<file path="src/rtl/sfr_defines.vh">
`ifndef SFR_DEFINES_VH
`define SFR_DEFINES_VH

// Frequencies are in 0.01 Hz units, times in 0.01 s units
`define SFR_FW              16
`define SFR_TW              20
`define SFR_AW              24
`define SFR_PW              2

// Starting frequency: range 0 to 60 Hz, default 0.5 Hz
`define SFR_START_MAX       16'h1770
`define SFR_START_DEF       16'h0032
// Frequency held when the starting frequency is 0 Hz (0.01 Hz)
`define SFR_HOLD_FREQ_ZERO  16'h0001
// Start-hold time: range 0 to 10 s, 9999 turns the hold off
`define SFR_HOLD_MAX        16'h03e8
`define SFR_HOLD_OFF        16'h270f

// Ramp pattern codes
`define SFR_PAT_LIN         2'h0
`define SFR_PAT_SA          2'h1
`define SFR_PAT_SB          2'h2

// Control tick of 10 ms; one tick equals one 0.01 s unit of ramp time
`define SFR_TICK_NS         10000000
`define SFR_CLK_NS          50

// Profile states
`define SFR_ST_IDLE         2'h0
`define SFR_ST_HOLD         2'h1
`define SFR_ST_RUN          2'h2

`endif

</file>
<file path="src/rtl/sfr_pin_sync.v">
`timescale 1ns/10ps
`default_nettype none

module sfr_pin_sync #(
  parameter WIDTH = 2
) (
  input  wire             clk,
  input  wire             rst,
  input  wire [WIDTH-1:0] pinIn,
  output reg  [WIDTH-1:0] pinOut_reg
);

  reg [WIDTH-1:0] stage1_reg;
  reg [WIDTH-1:0] stage2_reg;
  reg [WIDTH-1:0] stage3_reg;

  genvar i;
  generate
    for (i = 0; i < WIDTH; i = i + 1)
    begin : gBit
      // A change counts only once the second and third stages agree
      always @(posedge clk)
      begin
        if (rst)
        begin
          stage1_reg[i] <= 1'b0;
          stage2_reg[i] <= 1'b0;
          stage3_reg[i] <= 1'b0;
          pinOut_reg[i] <= 1'b0;
        end
        else
        begin
          stage1_reg[i] <= pinIn[i];
          stage2_reg[i] <= stage1_reg[i];
          stage3_reg[i] <= stage2_reg[i];
          if (stage2_reg[i] == stage3_reg[i])
            pinOut_reg[i] <= stage3_reg[i];
        end
      end
    end
  endgenerate

endmodule // sfr_pin_sync

`default_nettype wire

</file>
<file path="src/rtl/sfr_start_ramp.v">
`timescale 1ns/10ps
`default_nettype none
`include "sfr_defines.vh"

// How it works
// A starting frequency of 0 to 60 Hz (default 0.5 Hz) is the first output frequency at start.
// A hold time of 0 to 10 s is accepted, and 9999 (the default) turns the start hold off.
// The output stays stopped until the command reaches the starting frequency.
// With hold on, the output rests at the starting frequency for the hold time, then ramps.
// A starting frequency of 0 Hz is held as 0.01 Hz during the hold.
// Dropping start during the hold ends it and deceleration begins at once.
// A direction reversal restarts at the starting frequency without any hold.
// With starting frequency at or below the minimum, start alone runs at the minimum frequency.
// Pattern code 0 is linear (default), 1 is S-curve A, 2 is S-curve B.
// Linear ramps change frequency at a constant rate both up and down.
// S-curve A has its inflection point at the base frequency.
// S-curve A ramp time is the time to reach the base frequency; the code reaches it from 0 Hz in 4/3 of the ramp time.
// S-curve B ramps in an S shape from present to target at every change.
// Linear ramp time is the time from 0 Hz to the ramp reference frequency.
// The output frequency is updated once per fixed control tick by the shaped increment.
module sfr_start_ramp #(
  parameter TICK_CYCLES = `SFR_TICK_NS / `SFR_CLK_NS,
  parameter FW          = `SFR_FW,
  parameter TW          = `SFR_TW,
  parameter AW          = `SFR_AW
) (
  input  wire          clk,
  input  wire          rst,
  input  wire          startPin,
  input  wire          reversePin,
  input  wire [FW-1:0] frequencyCommand,
  input  wire [FW-1:0] startingFrequencySetting,
  input  wire [15:0]   startHoldDuration,
  input  wire [1:0]    rampPatternSelect,
  input  wire [FW-1:0] minimumFrequencySetting,
  input  wire [FW-1:0] baseFrequencySetting,
  input  wire [FW-1:0] rampReferenceFrequency,
  input  wire [TW-1:0] accelTimeSetting,
  input  wire [TW-1:0] decelTimeSetting,
  output reg  [FW-1:0] outFreq_reg,
  output reg           reverse_reg,
  output reg           running_reg,
  output reg           holding_reg
);

  wire          startLvl;
  wire          reverseLvl;
  reg  [1:0]    state_reg;
  reg  [31:0]   tickCnt_reg;
  reg           tick_reg;
  reg  [15:0]   holdCnt_reg;
  reg  [AW-1:0] acc_reg;
  reg  [FW-1:0] origin_reg;
  reg  [FW-1:0] lastTarget_reg;
  reg           revPending_reg;

  reg  [FW-1:0] startVal;
  reg  [15:0]   holdVal;
  reg  [1:0]    pattern;
  reg  [FW-1:0] effCmd;
  reg  [FW-1:0] runTarget;
  reg  [FW-1:0] rampRef;
  reg  [TW-1:0] rampTime;
  reg  [AW-1:0] inc;
  reg  [FW-1:0] span;
  reg  [FW-1:0] doneDist;
  reg  [FW-1:0] remainDist;
  reg  [AW-1:0] refFull;
  reg  [AW-1:0] refHalf;
  reg  [AW-1:0] refBig;

  wire          holdEnabled;
  wire          cmdOk;
  wire          accelerating;
  wire          divStart;
  wire [AW-1:0] quotient;
  wire [TW-1:0] remainder;
  wire          divBusy;
  wire          divDone;
  wire [AW-1:0] upSum;
  wire [FW-1:0] holdFreq;

  sfr_pin_sync #(
    .WIDTH (2)
  ) uPinSync (
    .clk        (clk),
    .rst        (rst),
    .pinIn      ({reversePin, startPin}),
    .pinOut_reg ({reverseLvl, startLvl})
  );

  // Settings outside their range fall back to the defaults
  always @*
  begin
    // start setting
    startVal = startingFrequencySetting;
    if (startingFrequencySetting > `SFR_START_MAX)
      startVal = `SFR_START_DEF;
    // hold range
    holdVal = startHoldDuration;
    if (startHoldDuration > `SFR_HOLD_MAX)
      holdVal = `SFR_HOLD_OFF;
    // pattern decode
    pattern = rampPatternSelect;
    if (rampPatternSelect > `SFR_PAT_SB)
      pattern = `SFR_PAT_LIN;
    // preset minimum
    effCmd = frequencyCommand;
    if ((startVal <= minimumFrequencySetting) &&
        (frequencyCommand < minimumFrequencySetting))
      effCmd = minimumFrequencySetting;
  end

  assign holdEnabled = (holdVal != `SFR_HOLD_OFF);
  // command threshold
  assign cmdOk = (effCmd >= startVal);
  // zero start hold
  assign holdFreq = (startVal == {FW{1'b0}}) ? `SFR_HOLD_FREQ_ZERO
                                             : startVal;

  // A pending reversal forces the target to zero first
  always @*
  begin
    runTarget = {FW{1'b0}};
    if (startLvl && cmdOk && !revPending_reg &&
        (reverseLvl == reverse_reg))
      runTarget = effCmd;
  end

  assign accelerating = (runTarget > outFreq_reg);

  // Ramp reference and time per pattern and direction
  always @*
  begin
    // linear reference
    rampRef = rampReferenceFrequency;
    // base reference
    if (pattern == `SFR_PAT_SA)
      rampRef = baseFrequencySetting;
    rampTime = accelerating ? accelTimeSetting : decelTimeSetting;
    refFull = {{(AW-FW){1'b0}}, rampRef};
    refHalf = {{(AW-FW+1){1'b0}}, rampRef[FW-1:1]};
    refBig  = refFull + refHalf;
    span = (lastTarget_reg > origin_reg) ? lastTarget_reg - origin_reg
                                         : origin_reg - lastTarget_reg;
    doneDist = (outFreq_reg > origin_reg) ? outFreq_reg - origin_reg
                                          : origin_reg - outFreq_reg;
    remainDist = (runTarget > outFreq_reg) ? runTarget - outFreq_reg
                                           : outFreq_reg - runTarget;
    case (pattern)
      `SFR_PAT_SA:
      begin
        // base inflection
        if (outFreq_reg >= baseFrequencySetting)
          inc = refHalf;
        else if (outFreq_reg < {1'b0, baseFrequencySetting[FW-1:1]})
          inc = refHalf;
        else
          inc = refBig;
      end
      `SFR_PAT_SB:
      begin
        // present to target
        if (({doneDist, 2'b00} < {2'b00, span}) ||
            ({remainDist, 2'b00} < {2'b00, span}))
          inc = refHalf;
        else
          inc = refBig;
      end
      default:
        // constant slope
        inc = refFull;
    endcase
  end

  // Fractional error carries over between ticks so slopes stay exact
  assign divStart = tick_reg && (state_reg == `SFR_ST_RUN) &&
                    (outFreq_reg != runTarget) &&
                    (rampTime != {TW{1'b0}}) && !divBusy;

  sfr_step_div #(
    .NW (AW),
    .DW (TW)
  ) uStepDiv (
    .clk           (clk),
    .rst           (rst),
    .start         (divStart),
    .dividend      (acc_reg + inc),
    .divisor       (rampTime),
    .quotient_reg  (quotient),
    .remainder_reg (remainder),
    .busy_reg      (divBusy),
    .done_reg      (divDone)
  );

  assign upSum = {{(AW-FW){1'b0}}, outFreq_reg} + quotient;

  // control tick
  always @(posedge clk)
  begin
    if (rst)
    begin
      tickCnt_reg <= 32'h00000000;
      tick_reg    <= 1'b0;
    end
    else if (tickCnt_reg >= TICK_CYCLES - 1)
    begin
      tickCnt_reg <= 32'h00000000;
      tick_reg    <= 1'b1;
    end
    else
    begin
      tickCnt_reg <= tickCnt_reg + 32'h00000001;
      tick_reg    <= 1'b0;
    end
  end

  always @(posedge clk)
  begin
    if (rst)
    begin
      state_reg      <= `SFR_ST_IDLE;
      holdCnt_reg    <= 16'h0000;
      acc_reg        <= {AW{1'b0}};
      origin_reg     <= {FW{1'b0}};
      lastTarget_reg <= {FW{1'b0}};
      revPending_reg <= 1'b0;
      outFreq_reg    <= {FW{1'b0}};
      reverse_reg    <= 1'b0;
      running_reg    <= 1'b0;
      holding_reg    <= 1'b0;
    end
    else
    begin
      // S-curve B starts a fresh segment at every target change
      if (runTarget != lastTarget_reg)
      begin
        origin_reg     <= outFreq_reg;
        lastTarget_reg <= runTarget;
        acc_reg        <= {AW{1'b0}};
      end
      case (state_reg)
        `SFR_ST_IDLE:
        begin
          outFreq_reg <= {FW{1'b0}};
          reverse_reg <= reverseLvl;
          if (!startLvl)
            revPending_reg <= 1'b0;
          // start gate
          else if (cmdOk)
          begin
            revPending_reg <= 1'b0;
            running_reg    <= 1'b1;
            // reversal skips hold
            if (holdEnabled && !revPending_reg)
            begin
              // enter hold
              state_reg   <= `SFR_ST_HOLD;
              holdCnt_reg <= 16'h0000;
              holding_reg <= 1'b1;
              outFreq_reg <= holdFreq;
            end
            else
            begin
              // first frequency
              state_reg   <= `SFR_ST_RUN;
              outFreq_reg <= startVal;
            end
          end
        end
        `SFR_ST_HOLD:
        begin
          // abort hold
          if (!startLvl)
          begin
            state_reg   <= `SFR_ST_RUN;
            holding_reg <= 1'b0;
          end
          else if (reverseLvl != reverse_reg)
          begin
            revPending_reg <= 1'b1;
            state_reg      <= `SFR_ST_RUN;
            holding_reg    <= 1'b0;
          end
          // hold timing
          else if (tick_reg)
          begin
            holdCnt_reg <= holdCnt_reg + 16'h0001;
            if (holdCnt_reg + 16'h0001 >= holdVal)
            begin
              state_reg   <= `SFR_ST_RUN;
              holding_reg <= 1'b0;
            end
          end
        end
        `SFR_ST_RUN:
        begin
          if (startLvl && (reverseLvl != reverse_reg))
            revPending_reg <= 1'b1;
          if ((runTarget == {FW{1'b0}}) && (outFreq_reg == {FW{1'b0}}))
          begin
            // restart after reversal
            state_reg   <= `SFR_ST_IDLE;
            running_reg <= 1'b0;
          end
          else if (tick_reg && (rampTime == {TW{1'b0}}) && !divBusy)
            outFreq_reg <= runTarget;
          else if (divDone)
          begin
            // apply step
            acc_reg <= {{(AW-TW){1'b0}}, remainder};
            if (accelerating)
              outFreq_reg <= (upSum > {{(AW-FW){1'b0}}, runTarget}) ?
                             runTarget : upSum[FW-1:0];
            else if (quotient >= {{(AW-FW){1'b0}},
                                  outFreq_reg - runTarget})
              outFreq_reg <= runTarget;
            else
              outFreq_reg <= outFreq_reg - quotient[FW-1:0];
          end
        end
        default:
        begin
          state_reg   <= `SFR_ST_IDLE;
          running_reg <= 1'b0;
          holding_reg <= 1'b0;
        end
      endcase
    end
  end

endmodule // sfr_start_ramp

`default_nettype wire

</file>
<file path="src/rtl/sfr_step_div.v">
`timescale 1ns/10ps
`default_nettype none

module sfr_step_div #(
  parameter NW = 24,
  parameter DW = 20
) (
  input  wire          clk,
  input  wire          rst,
  input  wire          start,
  input  wire [NW-1:0] dividend,
  input  wire [DW-1:0] divisor,
  output reg  [NW-1:0] quotient_reg,
  output reg  [DW-1:0] remainder_reg,
  output reg           busy_reg,
  output reg           done_reg
);

  reg  [DW-1:0] dvs_reg;
  reg  [7:0]    count_reg;
  wire [DW:0]   trial;
  wire [DW:0]   shifted;

  assign shifted = {remainder_reg, quotient_reg[NW-1]};
  assign trial   = shifted - {1'b0, dvs_reg};

  // Restoring division, one quotient bit per clock
  always @(posedge clk)
  begin
    if (rst)
    begin
      quotient_reg  <= {NW{1'b0}};
      remainder_reg <= {DW{1'b0}};
      dvs_reg       <= {DW{1'b0}};
      count_reg     <= 8'h00;
      busy_reg      <= 1'b0;
      done_reg      <= 1'b0;
    end
    else
    begin
      done_reg <= 1'b0;
      if (!busy_reg && start)
      begin
        quotient_reg  <= dividend;
        remainder_reg <= {DW{1'b0}};
        dvs_reg       <= divisor;
        count_reg     <= NW[7:0];
        busy_reg      <= 1'b1;
      end
      else if (busy_reg)
      begin
        if (!trial[DW])
        begin
          remainder_reg <= trial[DW-1:0];
          quotient_reg  <= {quotient_reg[NW-2:0], 1'b1};
        end
        else
        begin
          remainder_reg <= shifted[DW-1:0];
          quotient_reg  <= {quotient_reg[NW-2:0], 1'b0};
        end
        count_reg <= count_reg - 8'h01;
        if (count_reg == 8'h01)
        begin
          busy_reg <= 1'b0;
          done_reg <= 1'b1;
        end
      end
    end
  end

endmodule // sfr_step_div

`default_nettype wire
</file>
<file path="config.mk">
export PLATFORM = sky130hd
export DESIGN_NAME = sfr_start_ramp
export DESIGN_NICKNAME = d
export VERILOG_FILES = /design/src/rtl/sfr_pin_sync.v /design/src/rtl/sfr_start_ramp.v /design/src/rtl/sfr_step_div.v
export VERILOG_INCLUDE_DIRS = /design/src /design/src/rtl
export SDC_FILE = /design/constraint.sdc
export NUM_CORES = 1
export LEC_CHECK = 0
export ABC_AREA = 1
export BUFFER_PORTS_ARGS = -buffer_cell sky130_fd_sc_hd__buf_2
export CORE_ASPECT_RATIO = 1.2
export CORE_MARGIN = 2
export CORE_UTILIZATION = 45
export DETAILED_ROUTE_END_ITERATION = 12
export MAX_ROUTING_LAYER = met4
export PLACE_DENSITY_LB_ADDON = 0.25
export REMOVE_ABC_BUFFERS = 1
export SLEW_MARGIN = 20
export SYNTH_ARGS = -nofsm -noshare
export SYNTH_HDL_FRONTEND = slang
export SYNTH_SLANG_ARGS = --single-unit
</file>
<file path="constraint.sdc">
create_clock -name clk -period 30.6 [get_ports clk]
set_input_delay 3.06 -clock clk [delete_from_list [all_inputs] [get_ports clk]]
set_output_delay 3.06 -clock clk [all_outputs]
set_load 0.03 [all_outputs]
</file>
==> flow_results.org <==
** Setup path
- Of all nets on the critical path, the largest fanout is 38.
- Worst reg-to-reg setup slack :: 21400 ps
- The worst setup path is launched from an input pin.
- STA classifies the critical path endpoint as a register.
- The slowest stage of the critical path is the sky130_fd_sc_hd__nand2_2 cell.
- Cell seen most often among critical-path stages :: sky130_fd_sc_hd__nand2_1
- The worst setup path is of the in2reg kind.
- Required time at the endpoint of the critical path :: 31000 ps
- For this run, the slowest stage of the critical path takes 540 ps.
- Counting cells, the worst reg-to-reg path comes to 43.
- Arrival time of data at the critical path endpoint :: 15270 ps

** Floorplan
- Row generation in the floorplan step produced 90 rows.
- Total die area :: 53100 µm²
- Core area :: 50450 µm²
- Effective utilization at floorplan :: 45.73%
- From bottom edge to top edge, the die measures 252.0 µm.
- # IOs :: 161
- In this run the horizontal extent of the chip is 210.7 µm.

** STA
- For the final routed database, the setup TNS stands at 0 ps.
- Setup repair after global routing left no endpoint under its margin.
- Worst slew margin relative to its limit :: 35.69%
- Setup violations remaining at the end of the flow were counted as 0.
- Min Clock Period, post-route :: 14860 ps
- Slew Viols, Final :: 0
- Worst Tran Pin Value :: 962.3 ps
- Clock skew on the completed layout was measured at 28.63 ps.
- Static timing analysis puts the maximum clock frequency at 67.28 MHz.
- Final Hold Fails :: 0
- Minimum hold slack :: 401.8 ps
- Part of the cycle the worst path needs :: 48.57%

** Power
- Leakage power summed over all cells :: 12.67 nW
- Across the VDD grid, the largest voltage drop is 0.0001234 V.
- Reg power frac :: 14.2%
- Total power density per cell area :: 99.80 nW/µm²
- Cell internal power was estimated by the tool at 1.145 mW.
- The share of total power dissipated in combinational logic is 73.5%.
- Power comes to 2.521 mW.
- The share of total power dissipated in the clock network is 12.4%.
- In this run the power spent charging and discharging nets is 1.377 mW.
- In this run switching power makes up 54.59% of total power.

** Hold path
- Worst Hold Path Cells :: 2
- Hold WC Path Type :: reg2reg

** Yosys
- Post-synthesis cell count :: 3473
- Among all flip-flop cells after synthesis, the most frequent one is sky130_fd_sc_hd__dfxtp_1.
- Counting flops with a built-in enable in the synthesized netlist gives 0.
- Unique cell type count in the Yosys netlist :: 67
- Avg Cell Area, Syn :: 6.642 µm²
- The Yosys step of the flow raised 0 warnings.
- Proportion of synthesized chip area in sequential cells :: 18.14%
- Post-synthesis instance area :: 23070 µm²
- Async set-or-reset flop fraction in the synthesized netlist :: 0%
- Synthesis inferred 209 register bits.

** Routing
- Remaining DRCs :: 0
- The routed design has 74300 µm of wire.
- Once detail routing completed, the nets flagged for antenna violations numbered 0.
- The detailed router put a total of 30980 µm of wire on met1.
- Summed over all nets, wire length on met3 after detailed routing comes to 3227 µm.
- Router iterations before antenna repair :: 5
- Detailed-route wire length per cell :: 17.47 µm
- Signal routing reaches up to met4.
- Count of routing violations after the opening detailed-route iteration :: 1693
- Dividing the detail-routed via count by the number of cells gives 5.486.
- Routed met2 length :: 36460 µm
- DR vias :: 23330

** Clocking
- The number of setup buffers added after CTS is 0.
- Post_cts resized :: 0
- Insertion delay to the later sink of the worst-skew pair :: 560 ps
- CTS built an H-tree with a depth of 1.
- CTS Root Cell :: sky130_fd_sc_hd__clkbuf_16
- Register clock-pin slew on the reported worst setup and hold paths :: 60 ps
- TritonCTS built the clock tree.
- Counting along the longest clock path gives a buffer depth of 3.
- Buffers inserted during clock tree synthesis total 27.
- The number of hold buffers added after CTS was 0.
- Clock net sink count :: 209

** Final layout
- 0 antenna diodes ended up in the layout.
- In the final layout, the share of cells above drive strength 1 is 8.700%.
- The count of cells in the finished layout, fillers not included, comes to 4253.
- Area added between synthesis and finish :: 9.524%
- Number of nets in the finished design :: 4091
- Measured on the finished design, the core utilization comes to 50.08%.
- The register with the most flip-flops in the layout has 32 of them.

** Placed design
- Cell count after placement :: 4211
- Detailed placement finished with a half-perimeter wire length of 59750 µm.
- Port buffer count :: 160
- Routability-driven placement finished with a final weighted congestion of 0.9985.

** Global routing
- Entering global routing, the biggest net connects 77 pins.
- The number of antenna violations at the first check in global routing was 0.
- Residual overflow from global routing :: 0
- The number of global-route vias before repair was 21520.
- Total global routing track utilization :: 28.04%
- The first global-routing pass estimated 115200 µm of wire.

** Flow run
- Across the run, the number of max-cap violations was 0.

** Run status
- The run finished with clean final reports.
==> through the flow <==
stage | area, µm² | worst slack, ps
after floorplan | 22610 | 16260
after global placement | 24400 | 15500
after detailed placement | 24400 | 15310
after CTS | 25260 | 15820
after global routing | 25270 | 14160
final | 25270 | 15740
==> logic make-up after synthesis <==
family | Yosys count | share of synthesized area, %
simple gates | 1371 | 26.71
flops | 209 | 18.14
fa+ha+maj | 353 | 19.50
compound gates | 759 | 18.93
xor+xnor | 141 | 5.353
buf+inv | 623 | 10.67
mux | 15 | 0.6563
other cells | 2 | 0.03256
==> synth_stat cells (7+ instances only) <==
library cell                 n  area (µm²)
sky130_fd_sc_hd__a31oi_1    18       112.6
sky130_fd_sc_hd__o221ai_1   19       166.4
sky130_fd_sc_hd__a211oi_1   29       217.7
sky130_fd_sc_hd__fa_1       11       220.2
sky130_fd_sc_hd__nor2_2     15       93.84
sky130_fd_sc_hd__o22ai_1    13       81.33
sky130_fd_sc_hd__dfxtp_1   209        4184
sky130_fd_sc_hd__o21ai_0   191       955.9
sky130_fd_sc_hd__nand4_1    91       569.3
sky130_fd_sc_hd__o211ai_1   54       405.4
sky130_fd_sc_hd__nand2_1   690        2590
sky130_fd_sc_hd__nand2_4    13       146.4
sky130_fd_sc_hd__a21oi_1   351        1757
sky130_fd_sc_hd__inv_1     501        1881
sky130_fd_sc_hd__nor2_1    292        1096
sky130_fd_sc_hd__o21a_1      7       52.55
sky130_fd_sc_hd__mux2i_1    14       140.1
sky130_fd_sc_hd__nand3_1   150       750.7
sky130_fd_sc_hd__buf_6       8       90.09
sky130_fd_sc_hd__a21boi_0   12       90.09
sky130_fd_sc_hd__a21o_1      9       67.56
sky130_fd_sc_hd__o21bai_1   19       142.6
sky130_fd_sc_hd__nand3_4    10       175.2
sky130_fd_sc_hd__or2_2      10       62.56
sky130_fd_sc_hd__buf_2      25       125.1
sky130_fd_sc_hd__xnor2_1    41       359.1
sky130_fd_sc_hd__nor3_1     35       175.2
sky130_fd_sc_hd__nand2_2    13       81.33
sky130_fd_sc_hd__xor2_1    100       875.8
sky130_fd_sc_hd__nand3_2     9       90.09
sky130_fd_sc_hd__clkbuf_1   68       255.2
sky130_fd_sc_hd__ha_1      342        4279
sky130_fd_sc_hd__nor4_1     15       93.84
==> placed cells by master, fill, tap and decap left out, drive strengths merged, types with 13 or more instances in the layout <==
cell type / synthesis / layout
nor2: 307 / 307
nand4: 93 / 93
o21bai: 19 / 19
nand3: 169 / 169
buf: 43 / 184
nand2: 716 / 716
a31oi: 18 / 18
clkbuf: 69 / 34
nor3: 38 / 38
xnor2: 41 / 41
inv: 507 / 508
xor2: 100 / 100
o22ai: 13 / 13
o21ai: 195 / 195
a21oi: 352 / 352
nor4: 15 / 15
o211ai: 54 / 54
ha: 342 / 342
mux2i: 14 / 14
conb: 2 / 24
dfxtp: 209 / 209
o221ai: 19 / 19
a211oi: 29 / 29
==> metal layers <==
layer  vias up  GRT usage (%)
li1      11850              -
met1     10680          32.61
met2       633          49.43
met3       165          2.004
met4         0          12.52
met5         -              -
==> power by group through the flow <==
| stage | Combinational (mW) | Clock (mW) | Sequential, mW |
|---|---|---|---|
| 4_1_cts | 1.83 | 0.319 | 0.357 |
| 5_1_grt | 2.09 | 0.331 | 0.361 |
| 3_3_place_gp | 1.82 | 0 | 0.362 |
| 2_1_floorplan | 1.33 | 0 | 0.373 |
| 6_report | 1.85 | 0.312 | 0.357 |
| 3_5_place_dp | 1.82 | 0 | 0.362 |
==> worst max-delay path: cells and delay by family <==
kind / cells / cell delay (ps)
xor+xnor: 1 / 60
buf+inv: 10 / 2040
fa+ha+maj: 6 / 1840
compound gates: 14 / 2220
simple gates: 39 / 5980
==> final timing paths <==
check,from,to
worst max-delay path,startingFrequencySetting[2],uStepDiv.quotient_reg[22]$_SDFFE_PP0P_
worst min-delay path,uPinSync.stage1_reg[1]$_SDFF_PP0_,uPinSync.stage2_reg[1]$_SDFF_PP0_
worst max register to register,reverse_reg$_SDFFE_PP0P_,uStepDiv.quotient_reg[22]$_SDFFE_PP0P_
worst min register to register,uPinSync.stage1_reg[1]$_SDFF_PP0_,uPinSync.stage2_reg[1]$_SDFF_PP0_
==> layout make-up <==
class / count / area, µm²
clock buffers: 34 / 742.0
clock inverters: 8 / 118.9
fillers: 5293 / 25180
inverters: 511 / 1918
multi-input cells: 2663 / 16520
flip-flops and latches: 209 / 4184
well taps: 644 / 805.8
repair buffers: 184 / 980.9
Note: power is estimated with default switching activity, not from simulation.
